[config.mk]
export PLATFORM = sky130hd
export DESIGN_NAME = ifr_flag_status
export DESIGN_NICKNAME = d
export VERILOG_FILES = /design/src/core/ifr_pkg.sv /design/src/core/ifr_flag_status.sv /design/src/core/ifr_flag_cell.sv /design/src/core/ifr_avalon_slave.sv
export SDC_FILE = /design/constraint.sdc
export NUM_CORES = 1
export LEC_CHECK = 0
export BUFFER_PORTS_ARGS = -buffer_cell sky130_fd_sc_hd__buf_2
export CORE_ASPECT_RATIO = 1.5
export CORE_MARGIN = 5
export CORE_UTILIZATION = 46
export DETAILED_ROUTE_END_ITERATION = 10
export PLACE_DENSITY = 0.86
export SYNTH_ARGS = -nofsm -noshare
export SYNTH_HDL_FRONTEND = slang
export SYNTH_SLANG_ARGS = --single-unit
[constraint.sdc]
create_clock -name clk -period 1.9 [get_ports clk]
set_clock_uncertainty 0.05 [all_clocks]
set_input_delay 0.19 -clock clk [delete_from_list [all_inputs] [get_ports clk]]
set_output_delay 0.19 -clock clk [all_outputs]
set_load 0.01 [all_outputs]
[src/core/ifr_pkg.sv]
// Purpose: Shared constants and types for the interrupt flag status block
// Assumes: 25 MHz system clock, Avalon-MM slave with 32-bit data
// Notes: Byte addresses, one register per aligned word
package ifr_pkg;

    // ------------------------------------------------------------
    // Widths
    // ------------------------------------------------------------
    localparam int FLAG_WIDTH = 16;
    localparam int BUS_WIDTH = 32;
    localparam int ADDR_WIDTH = 5;
    localparam int BE_WIDTH = 4;

    // ------------------------------------------------------------
    // Register offsets
    // ------------------------------------------------------------
    localparam logic [ADDR_WIDTH-1:0] OFFSET_FLAGS = 5'h00;
    localparam logic [ADDR_WIDTH-1:0] OFFSET_IRQ_STATUS = 5'h04;
    localparam logic [ADDR_WIDTH-1:0] OFFSET_IRQ_MASK = 5'h08;
    localparam logic [ADDR_WIDTH-1:0] OFFSET_RAW_SOURCES = 5'h0c;

    // ------------------------------------------------------------
    // Field positions
    // ------------------------------------------------------------
    localparam int BIT_UART_B_TRANSMIT = 15;
    localparam int BIT_UART_B_RECEIVE = 14;
    localparam int BIT_EXTERNAL_IRQ_TWO = 13;
    localparam int BIT_TIMER_FIVE = 12;
    localparam int BIT_TIMER_FOUR = 11;
    localparam int BIT_COMPARE_OUT_FOUR = 10;
    localparam int BIT_COMPARE_OUT_THREE = 9;
    localparam int BIT_UNUSED_HIGH = 8;
    localparam int BIT_CAPTURE_IN_EIGHT = 7;
    localparam int BIT_CAPTURE_IN_SEVEN = 6;
    localparam int BIT_UNUSED_LOW = 5;
    localparam int BIT_EXTERNAL_IRQ_ONE = 4;
    localparam int BIT_PIN_CHANGE = 3;
    localparam int BIT_COMPARATOR_EVENT = 2;
    localparam int BIT_I2C_A_MASTER = 1;
    localparam int BIT_I2C_A_SLAVE = 0;

    // ------------------------------------------------------------
    // Implemented bits and reset values
    // ------------------------------------------------------------
    localparam logic [FLAG_WIDTH-1:0] IMPL_MASK = 16'hfedf;
    localparam logic [FLAG_WIDTH-1:0] FLAGS_RESET = 16'h0000;
    localparam logic [FLAG_WIDTH-1:0] IRQ_STATUS_RESET = 16'h0000;
    localparam logic [FLAG_WIDTH-1:0] IRQ_MASK_RESET = 16'h0000;

    // ------------------------------------------------------------
    // Event sources, one request line per flag position
    // ------------------------------------------------------------
    typedef struct packed {
        logic uartBTransmit;
        logic uartBReceive;
        logic externalIrqTwo;
        logic timerFive;
        logic timerFour;
        logic compareOutFour;
        logic compareOutThree;
        logic spareHigh;
        logic captureInEight;
        logic captureInSeven;
        logic spareLow;
        logic externalIrqOne;
        logic pinChange;
        logic comparatorEvent;
        logic i2cAMasterEvent;
        logic i2cASlaveEvent;
    } ifr_sources_type;

endpackage : ifr_pkg

[src/core/ifr_flag_status.sv]
// Purpose: Interrupt flag status register, second of a bank
// Assumes: Event sources run on clk; bus is Avalon-MM with waitrequest
// Notes: Flags are plain read/write; a second sticky status gives an irq line
`timescale 1ns/1ns
module ifr_flag_status
    import ifr_pkg::*;
(
    input wire logic clk,
    input wire logic rst,
    input wire logic [ADDR_WIDTH-1:0] address,
    input wire logic read,
    input wire logic write,
    input wire logic [BUS_WIDTH-1:0] writedata,
    input wire logic [BE_WIDTH-1:0] byteenable,
    output logic [BUS_WIDTH-1:0] readdata,
    output logic waitrequest,
    input wire ifr_sources_type sources,
    output logic [FLAG_WIDTH-1:0] flags,
    output logic irq
);

    // ------------------------------------------------------------
    // Bus handshake
    // ------------------------------------------------------------
    logic capture;
    logic accept;

    ifr_avalon_slave u_slave (
        .clk(clk),
        .rst(rst),
        .read(read),
        .write(write),
        .waitrequest(waitrequest),
        .capture(capture),
        .accept(accept)
    );

    // ------------------------------------------------------------
    // Decode
    // ------------------------------------------------------------
    logic writeAccept;
    logic hitFlags;
    logic hitIrqStatus;
    logic hitIrqMask;
    logic hitRawSources;
    logic [FLAG_WIDTH-1:0] laneMask;
    logic [FLAG_WIDTH-1:0] sourceVec;
    logic [FLAG_WIDTH-1:0] setVec;

    assign writeAccept = accept & write;
    assign hitFlags = (address == OFFSET_FLAGS);
    assign hitIrqStatus = (address == OFFSET_IRQ_STATUS);
    assign hitIrqMask = (address == OFFSET_IRQ_MASK);
    assign hitRawSources = (address == OFFSET_RAW_SOURCES);
    // Byte lanes above the low two carry nothing here
    assign laneMask = {{8{byteenable[1]}}, {8{byteenable[0]}}};
    // Mapped bit by bit so the flag layout does not hang on the struct order
    always_comb begin
        sourceVec = '0;
        sourceVec[BIT_UART_B_TRANSMIT] = sources.uartBTransmit;
        sourceVec[BIT_UART_B_RECEIVE] = sources.uartBReceive;
        sourceVec[BIT_EXTERNAL_IRQ_TWO] = sources.externalIrqTwo;
        sourceVec[BIT_TIMER_FIVE] = sources.timerFive;
        sourceVec[BIT_TIMER_FOUR] = sources.timerFour;
        sourceVec[BIT_COMPARE_OUT_FOUR] = sources.compareOutFour;
        sourceVec[BIT_COMPARE_OUT_THREE] = sources.compareOutThree;
        sourceVec[BIT_CAPTURE_IN_EIGHT] = sources.captureInEight;
        sourceVec[BIT_CAPTURE_IN_SEVEN] = sources.captureInSeven;
        sourceVec[BIT_EXTERNAL_IRQ_ONE] = sources.externalIrqOne;
        sourceVec[BIT_PIN_CHANGE] = sources.pinChange;
        sourceVec[BIT_COMPARATOR_EVENT] = sources.comparatorEvent;
        sourceVec[BIT_I2C_A_MASTER] = sources.i2cAMasterEvent;
        sourceVec[BIT_I2C_A_SLAVE] = sources.i2cASlaveEvent;
    end
    // Requests on the spare positions are dropped here
    assign setVec = sourceVec & IMPL_MASK;

    // ------------------------------------------------------------
    // Flag bits
    // ------------------------------------------------------------
    logic [FLAG_WIDTH-1:0] flagVec;

    genvar i;
    generate
        for (i = 0; i < FLAG_WIDTH; i++) begin : g_flag
            // Cells at the spare positions are built as constant zero
            ifr_flag_cell #(
                .IMPLEMENTED(IMPL_MASK[i])
            ) u_cell (
                .clk(clk),
                .rst(rst),
                .setReq(setVec[i]),
                .writeEn(writeAccept & hitFlags & laneMask[i]),
                .writeValue(writedata[i]),
                .flag(flagVec[i])
            );
        end
    endgenerate

    assign flags = flagVec;

    // ------------------------------------------------------------
    // Interrupt status and mask
    // ------------------------------------------------------------
    logic [FLAG_WIDTH-1:0] irqStatus_reg;
    logic [FLAG_WIDTH-1:0] irqStatus_next;
    logic [FLAG_WIDTH-1:0] irqMask_reg;
    logic [FLAG_WIDTH-1:0] irqClear;
    logic irq_reg;

    assign irqClear = (writeAccept & hitIrqStatus) ? (writedata[FLAG_WIDTH-1:0] & laneMask) : '0;
    // Set wins over a write-one clear in the same cycle
    assign irqStatus_next = (irqStatus_reg & ~irqClear) | setVec;

    always_ff @(posedge clk or posedge rst) begin
        if (rst) begin
            irqStatus_reg <= IRQ_STATUS_RESET;
        end else begin
            irqStatus_reg <= irqStatus_next;
        end
    end

    always_ff @(posedge clk or posedge rst) begin
        if (rst) begin
            irqMask_reg <= IRQ_MASK_RESET;
        end else if (writeAccept && hitIrqMask) begin
            irqMask_reg <= ((irqMask_reg & ~laneMask) | (writedata[FLAG_WIDTH-1:0] & laneMask)) & IMPL_MASK;
        end
    end

    // Registered so the line never glitches during a bus write
    always_ff @(posedge clk or posedge rst) begin
        if (rst) begin
            irq_reg <= 1'b0;
        end else begin
            irq_reg <= |(irqStatus_next & irqMask_reg);
        end
    end

    assign irq = irq_reg;

    // ------------------------------------------------------------
    // Read data
    // ------------------------------------------------------------
    logic [BUS_WIDTH-1:0] readdata_reg;
    logic [FLAG_WIDTH-1:0] readSel;

    always_comb begin
        readSel = '0;
        if (hitFlags) begin
            readSel = flagVec & IMPL_MASK;
        end else if (hitIrqStatus) begin
            readSel = irqStatus_reg;
        end else if (hitIrqMask) begin
            readSel = irqMask_reg;
        end else if (hitRawSources) begin
            readSel = setVec;
        end
    end

    // Loaded in the wait state so data stand at the accepting edge
    always_ff @(posedge clk or posedge rst) begin
        if (rst) begin
            readdata_reg <= '0;
        end else if (capture && read) begin
            readdata_reg <= {{(BUS_WIDTH-FLAG_WIDTH){1'b0}}, readSel};
        end
    end

    assign readdata = readdata_reg;
endmodule : ifr_flag_status

[src/core/ifr_flag_cell.sv]
// Purpose: One hardware settable flag bit with software write access
// Assumes: Set request comes from logic on the same clock
// Notes: An unimplemented cell is a constant zero
`timescale 1ns/1ns
module ifr_flag_cell #(
    parameter bit IMPLEMENTED = 1'b1
) (
    input wire logic clk,
    input wire logic rst,
    input wire logic setReq,
    input wire logic writeEn,
    input wire logic writeValue,
    output logic flag
);

    // ------------------------------------------------------------
    // Storage
    // ------------------------------------------------------------
    logic flag_reg;
    logic flag_next;

    generate
        if (IMPLEMENTED) begin : g_impl
            // Set beats a same-cycle software clear, so no event is lost
            always_comb begin
                flag_next = flag_reg;
                if (setReq) begin
                    flag_next = 1'b1;
                end else if (writeEn) begin
                    flag_next = writeValue;
                end
            end

            always_ff @(posedge clk or posedge rst) begin
                if (rst) begin
                    flag_reg <= 1'b0;
                end else begin
                    flag_reg <= flag_next;
                end
            end
        end else begin : g_none
            assign flag_next = 1'b0;
            assign flag_reg = 1'b0;
        end
    endgenerate

    assign flag = flag_reg;

endmodule : ifr_flag_cell

[src/core/ifr_avalon_slave.sv]
// Purpose: Avalon-MM handshake with one fixed wait state
// Assumes: Master holds its request until waitrequest is low
// Notes: capture pulses one cycle before accept
`timescale 1ns/1ns
module ifr_avalon_slave (
    input wire logic clk,
    input wire logic rst,
    input wire logic read,
    input wire logic write,
    output logic waitrequest,
    output logic capture,
    output logic accept
);

    // ------------------------------------------------------------
    // Wait state
    // ------------------------------------------------------------
    logic request;
    logic ack_reg;

    assign request = read | write;
    assign capture = request & ~ack_reg;
    assign accept = request & ack_reg;
    // One wait state leaves a full cycle to register read data
    assign waitrequest = request & ~ack_reg;

    always_ff @(posedge clk or posedge rst) begin
        if (rst) begin
            ack_reg <= 1'b0;
        end else begin
            ack_reg <= capture;
        end
    end

endmodule : ifr_avalon_slave

==> out/metrics.csv, run 1 <==
metric,value,unit
Worst Setup Path Type,reg -> reg,
Worst EP arrival,2.01,ns
Die Height,114,microns
Worst-Margin Slew,0.547,ns
routability congestion estimate from global placement,0.856,
grt ovf,0,
GRT Total Usage,0.213,
crit start category,register,
worst relative slew slack,0.635,
synth-to-layout area growth,21.6,%
"Reg clk slew, reported paths",0.07,ns
Netlist cell types,39,
fin crit share,0.969,
post-DR vias/cell,5.76,
I/O pin total,111,
Tmin final,1.84,ns
DRT antenna net count,0,
total of max-cap violations,0,
initial antenna violation count,0,
Final Max Slew Viols,0,
Critical Path Fanout Max,5,
Die Wd,79.2,microns
Pwr Density,735,nW/um^2
layout cell share with drive strength beyond 1,0.355,
Vias,2850,
"Design Area, Final",4010,sq um
CTS Sinks,62,
vias in the first global route,3058,
first-pass GRT wire length,14.8,mm
Residual DRC,0,
peak supply drop,0.366,mV
Iter 0 DRT Violations,181,
Min-Delay Path Class,in -> reg,
DP HPWL,6.74,mm
die area,9000,sq um
Syn Area/Cell,10.2,sq um
gate count of the mapped netlist,323,
mean routed wirelength per cell,18.2,microns
Layout fillers,586,
final-stage net count,474,
Skew-Pair Late Insertion Delay,0.34,ns
fmax,543,MHz
n_diodes,0,
status,"finished, final reports clean",
CORE AREA,6940,sq um
CP endpoint kind,register,
Final Util,0.578,
WL final,9.00,mm
drt pass-1 iters,5,
H-tree depth,3,
Final setup viols,0,
Starting Density,0.475,
sequential area share after synthesis,0.470,
placed inst area,3750,sq um
CTS Buf Count,9,
clk buf depth,2,
mapped cell area,3300,sq um
endpoints failing hold,0,
site row count,37,
"Req. time, crit path",2.07,ns
YS warnings,0,
CTS tree,yes,
port bufs,72,
largest net degree at the start of global routing,26,
P_leak,1.87,nW
CTS Root Cell,clkbuf_8,
#FFs+latches synth,62,
[metal layers]
metal,vias up,track usage,part of all wire
met2,155,0.366,0.51
met3,45,0.0332,0.059
li1,1285,-,-
met5,-,0,0
met4,0,0.155,0.053
met1,1365,0.234,0.38
[power breakdown]
group | switching (mW) | internal [mW]
sequential | 0.0370 | 1.38
combinational | 0.254 | 0.186
clock | 0.484 | 0.610
total | 0.774 | 2.17
[synth_stat cells, drive strengths merged]
master | n | share of area
conb | 1 | 0.0011
nand2 | 35 | 0.040
dfrtp | 62 | 0.47
nand3b | 1 | 0.0023
mux4 | 3 | 0.020
o21ai | 35 | 0.053
and2 | 1 | 0.0019
or3 | 2 | 0.0053
a41oi | 6 | 0.016
nor2 | 14 | 0.016
a22o | 3 | 0.0080
a211o | 5 | 0.013
inv | 15 | 0.017
a21oi | 8 | 0.012
nor3b | 1 | 0.0023
nor4 | 1 | 0.0019
a22oi | 8 | 0.018
a21boi | 2 | 0.0045
a21o | 14 | 0.032
a31oi | 3 | 0.0057
clkbuf | 6 | 0.0068
nor3 | 4 | 0.011
o22ai | 1 | 0.0019
mux2i | 16 | 0.049
and4b | 3 | 0.0091
nor2b | 1 | 0.0019
buf | 37 | 0.083
nand3 | 9 | 0.014
or2 | 1 | 0.0019
a2111oi | 1 | 0.0027
nand2b | 3 | 0.0057
nor4b | 2 | 0.0091
mux2 | 18 | 0.061
or4 | 1 | 0.0023
[cells by family after synthesis]
logic type      synth area share
compound gates             0.167
simple gates               0.124
flops                      0.470
buf+inv                    0.107
mux                        0.130
other cells              0.00114
[placed cells by master (no fill, tap or decap), types with 5 or more instances in the layout]
master and instances:
a41oi_1 5, buf_4 29, nand2_1 35, a21o_1 14, conb_1 18, inv_1 14, a22oi_1 8, mux2_2 18
o21ai_0 35, a21oi_1 8, dfrtp_1 62, a211o_1 5, nor2_1 14, mux2i_1 16, buf_2 72, clkbuf_8 13
nand3_1 9
[worst max-delay path, stage by stage (launching register included)]
cell and delay, ns:
dfrtp_1 0.36, and4b_2 0.32, buf_4 0.15, and2_1 0.21
a31oi_1 0.13, a2111oi_2 0.38, nand3_1 0.12
[final timing paths]
path                                      start                 to  slack [ns]  cells after the start
max in group asynchronous                   rst        readdata[3]        0.75                      4
worst max register to register  u_slave.ack_reg                irq        0.06                      6
worst min-delay path                sources[15]  irqStatus_reg[15]        0.02                      2
min in group asynchronous                   rst   irqStatus_reg[8]        0.39                      3
worst max-delay path            u_slave.ack_reg                irq        0.06                      6
worst min register to register     readdata[14]       readdata[14]        0.42                      2
[metrics by stage]
stage,setup slack [ns],TNS (ns),hold WS [ns],std cells,total power [mW]
after detailed placement,-0.120,-0.318,0.220,475,1.84
after global routing,-0.0275,-0.0275,0.0374,495,3.06
after floorplan,0.0348,0,0.232,340,1.68
final,0.0584,0,0.0188,495,2.95
after global placement,-0.0669,-0.0669,0.204,475,1.82
after CTS,0.0138,0,0.0106,494,2.94
[layout make-up]
type	count	area, sq um	area share
multi-input combinational	220	1490	0.372
tap	78	97.6	0.0243
inverter	15	56.3	0.0140
sequential	62	1550	0.387
timing repair buffer	105	628	0.157
clock buffer	15	186	0.0465
[what timing repair did]
action,in CTS,in global routing
pin swaps,1,3
gates resized for setup,3,4
setup buffers,1,1
hold buffers,3,0
hold endpoints to repair,24,0
setup endpoints to repair,1,1
Power figures use the tool's default switching activity.
==> run 2: changes to the inputs <==
--- a/config.mk
+++ b/config.mk
@@ -5,7 +5,9 @@
 export SDC_FILE = /design/constraint.sdc
 export NUM_CORES = 1
 export LEC_CHECK = 0
+export ABC_AREA = 1
 export BUFFER_PORTS_ARGS = -buffer_cell sky130_fd_sc_hd__buf_2
+export CAP_MARGIN = 15
 export CORE_ASPECT_RATIO = 1.5
 export CORE_MARGIN = 5
 export CORE_UTILIZATION = 46
==> run 2 against run 1 <==
Final cell count is 11% higher. Worst hold slack lost 0.0085 ns. Synthesized cell count increased by 21%. Largest power group unchanged. Wire length down 7.6%. Count of clock-buffer cells in the layout down 1. Setup slack better by 0.28 ns. Power is 1.2% lower. Combinational power up 1%. Critical path depth fell by 1.
==> out/metrics.csv, run 2 <==
metric,value,unit,change
H-tree depth,3,,unchanged
Reg2Reg Capture Point,readdata[1],,was irq
ys async rst share,1.00,,unchanged
GRT Total Usage,0.193,,was 0.213
worst r2r src,u_slave.ack_reg,,unchanged
CTS tree,yes,,unchanged
fin crit share,0.822,,was 0.969
Worst EP arrival,1.79,ns,was 2.01 ns
top cells by area in the synthesized netlist,"dfrtp_1 (47%), nand2_1 (11%), buf_4 (7.4%)",,"was dfrtp_1 (47%), buf_4 (7.3%), mux2_2 (6.1%)"
most instantiated library cell after synthesis,nand2_1,,was dfrtp_1
placed inst area,3630,sq um,was 3750 sq um
switching part of the total power,0.273,,was 0.263
peak supply drop,0.572,mV,was 0.366 mV
total of max-cap violations,0,,unchanged
CTS Sinks,62,,unchanged
endpoints failing hold,0,,unchanged
hold buffer count at CTS,4,,was 3
Setup WS post-layout,0.338,ns,was 0.0584 ns
Worst-Margin Slew,0.616,ns,was 0.547 ns
Pwr Density,759,nW/um^2,was 735 nW/um^2
RSZ-0062 raised after global routing,no,,
worst stage delay on the critical path,0.47,ns,was 0.38 ns
initial antenna violation count,0,,unchanged
YS warnings,0,,unchanged
ys flop type,dfrtp_1,,unchanged
"Design Area, Final",3840,sq um,was 4010 sq um
worst relative slew slack,0.589,,was 0.635
Residual DRC,0,,unchanged
mean routed wirelength per cell,15.2,microns,was 18.2 microns
post-DR vias/cell,5.16,,was 5.76
"most common cell after layout, fill and taps aside",nand2_1,,was buf_2
Final Max Slew Viols,0,,unchanged
"Req. time, crit path",2.13,ns,was 2.07 ns
"EDFF count, synth",0,,unchanged
CP endpoint kind,register,,unchanged
Switching Power,0.796,mW,was 0.774 mW
synth-to-layout area growth,15.4,%,was 21.6%
Most common cell on crit path,nand2_1,,
CTS Root Cell,clkbuf_8,,unchanged
layout cell share with drive strength beyond 1,0.280,,was 0.355
"Reg clk slew, reported paths",0.06,ns,was 0.07 ns
top cell type's share of synthesized area,0.466,,was 0.470
DP HPWL,6.09,mm,was 6.74 mm
I/O pin total,111,,unchanged
Skew-Pair Late Insertion Delay,0.35,ns,was 0.34 ns
port bufs,72,,unchanged
Fin Hold WS,0.0103,ns,was 0.0188 ns
CP max stage cell,inv_1,,was a2111oi_2
CP endpoint,readdata[1],,was irq
Final setup viols,0,,unchanged
Min-Delay Path Class,in -> reg,,unchanged
final-stage net count,525,,was 474
gate count of the mapped netlist,392,,was 323
flop-to-flop setup slack,0.34,ns,was 0.06 ns
grt ovf,0,,unchanged
Clock Power Share,0.351,,was 0.371
Layout fillers,651,,was 586
Post-Place Setup Slack,0.198,ns,was -0.120 ns
post-cts resize count,0,,was 3
status,"finished, final reports clean",,unchanged
site row count,38,,was 37
fmax,640,MHz,was 543 MHz
#FFs+latches synth,62,,unchanged
drt pass-1 iters,4,,was 5
mapped cell area,3330,sq um,was 3300 sq um
P_leak,2.15,nW,was 1.87 nW
crit-path cells,"nor2_1, nand2_1, inv_1, o21ai_0, nand2_1",,"was and4b_2, buf_4, and2_1, a31oi_1, a2111oi_2, nand3_1"
total setup buffers inserted after CTS,0,,was 1
n_diodes,0,,unchanged
Comb pwr share,0.152,,was 0.149
Die Wd,79.5,microns,was 79.2 microns
die area,9070,sq um,was 9000 sq um
Iter 0 DRT Violations,185,,was 181
Netlist cell types,30,,was 39
Vias,2826,,was 2850
Final Util,0.539,,was 0.578
CORE AREA,7130,sq um,was 6940 sq um
setup TNS,0,ns,unchanged
crit start category,register,,unchanged
vias in the first global route,2860,,was 3058
WL final,8.32,mm,was 9.00 mm
first-pass GRT wire length,13.5,mm,was 14.8 mm
Commonest cells post-synth,"nand2_1 (101), dfrtp_1 (62), inv_1 (48)",,"was dfrtp_1 (62), nand2_1 (35), o21ai_0 (35)"
Internal,2.12,mW,was 2.17 mW
Tmin final,1.56,ns,was 1.84 ns
Seq pwr share,0.496,,was 0.480
power after layout,2.91,mW,was 2.95 mW
routability congestion estimate from global placement,0.803,,was 0.856
DRT antenna net count,0,,unchanged
clk buf depth,2,,unchanged
FF-to-FF path depth,5,,was 6
Die Height,114,microns,about the same
Worst setup startpoint,u_slave.ack_reg,,unchanged
DP Cell Count,529,,was 475
"commonest cells after routing, fill and taps aside","nand2_1 (101), buf_2 (72), dfrtp_1 (62)",,"was buf_2 (72), dfrtp_1 (62), o21ai_0 (35), nand2_1 (35), buf_4 (29)"
Starting Density,0.467,,was 0.475
sequential area share after synthesis,0.466,,was 0.470
Worst Setup Path Type,reg -> reg,,unchanged
CTS Buf Count,9,,unchanged
Syn Area/Cell,8.49,sq um,was 10.2 sq um
Critical Path Fanout Max,16,,was 5
fin cells,548,,was 495
hold path start,sources[10],,was sources[15]
largest net degree at the start of global routing,34,,was 26
Synth area leader,dfrtp_1,,unchanged
[run 2: cell count changes after synthesis, moves of 8 or more]
cell     before  now
a21o_1       14    0
a21oi_1       8   24
a22oi_1       8    0
inv_1        15   48
mux2i_1      16    0
nand2_1      35  101
o21ai_0      35   23
[run 2: per-layer routing]
layer	vias up	wire, microns	global-route usage
met1	1356	3240	0.214
met4	0	225	0.0940
met3	22	474	0.0465
li1	1346	-	-
met5	-	0	0
met2	102	4390	0.339
[run 2: how the worst min path moves through the flow]
stage / cells after the start / slack [ns] / end
floorplan: 2 / 0.25 / g_flag[10].u_cell.flag
global placement: 2 / 0.11 / readdata[11]
CTS: 3 / 0.0004 / g_flag[10].u_cell.flag
detailed placement: 2 / 0.12 / g_flag[11].u_cell.flag
global route: 3 / 0.02 / g_flag[9].u_cell.flag
finish: 3 / 0.01 / g_flag[10].u_cell.flag
[run 2: critical path: cells and delay by family, from the launching register on]
| kind | cells | cell delay [ns] |
|---|---|---|
| simple gates | 3 | 0.36 |
| flops | 1 | 0.39 |
| compound gates | 1 | 0.21 |
| buf+inv | 1 | 0.47 |
[run 2: power by group through the flow]
stage | Clock, mW | Sequential (mW) | Combinational [mW]
final | 1.02 | 1.45 | 0.444
after floorplan | 0 | 1.49 | 0.265
after global routing | 1.10 | 1.45 | 0.495
after detailed placement | 0 | 1.47 | 0.440
after CTS | 1.04 | 1.45 | 0.449
after global placement | 0 | 1.47 | 0.428
[run 2: cells by family (layout without fill, tap and decap cells)]
family                 Yosys count  in the layout  share of synthesized area
buffers and inverters           97            156                      0.157
and+or+nand+nor                152            152                      0.213
DFF                             62             62                      0.466
other                            1             18                    0.00113
AOI/OAI and AO/OA               66             66                      0.116
muxes                           14             14                     0.0474
[run 2: layout make-up]
class	count	area, sq um	area share
tap	80	100	0.0261
clock buffer	14	163	0.0423
sequential	62	1550	0.404
inverter	53	199	0.0518
clock inverter	1	5.00	0.00130
multi-input combinational	250	1320	0.344
timing repair buffer	88	503	0.131
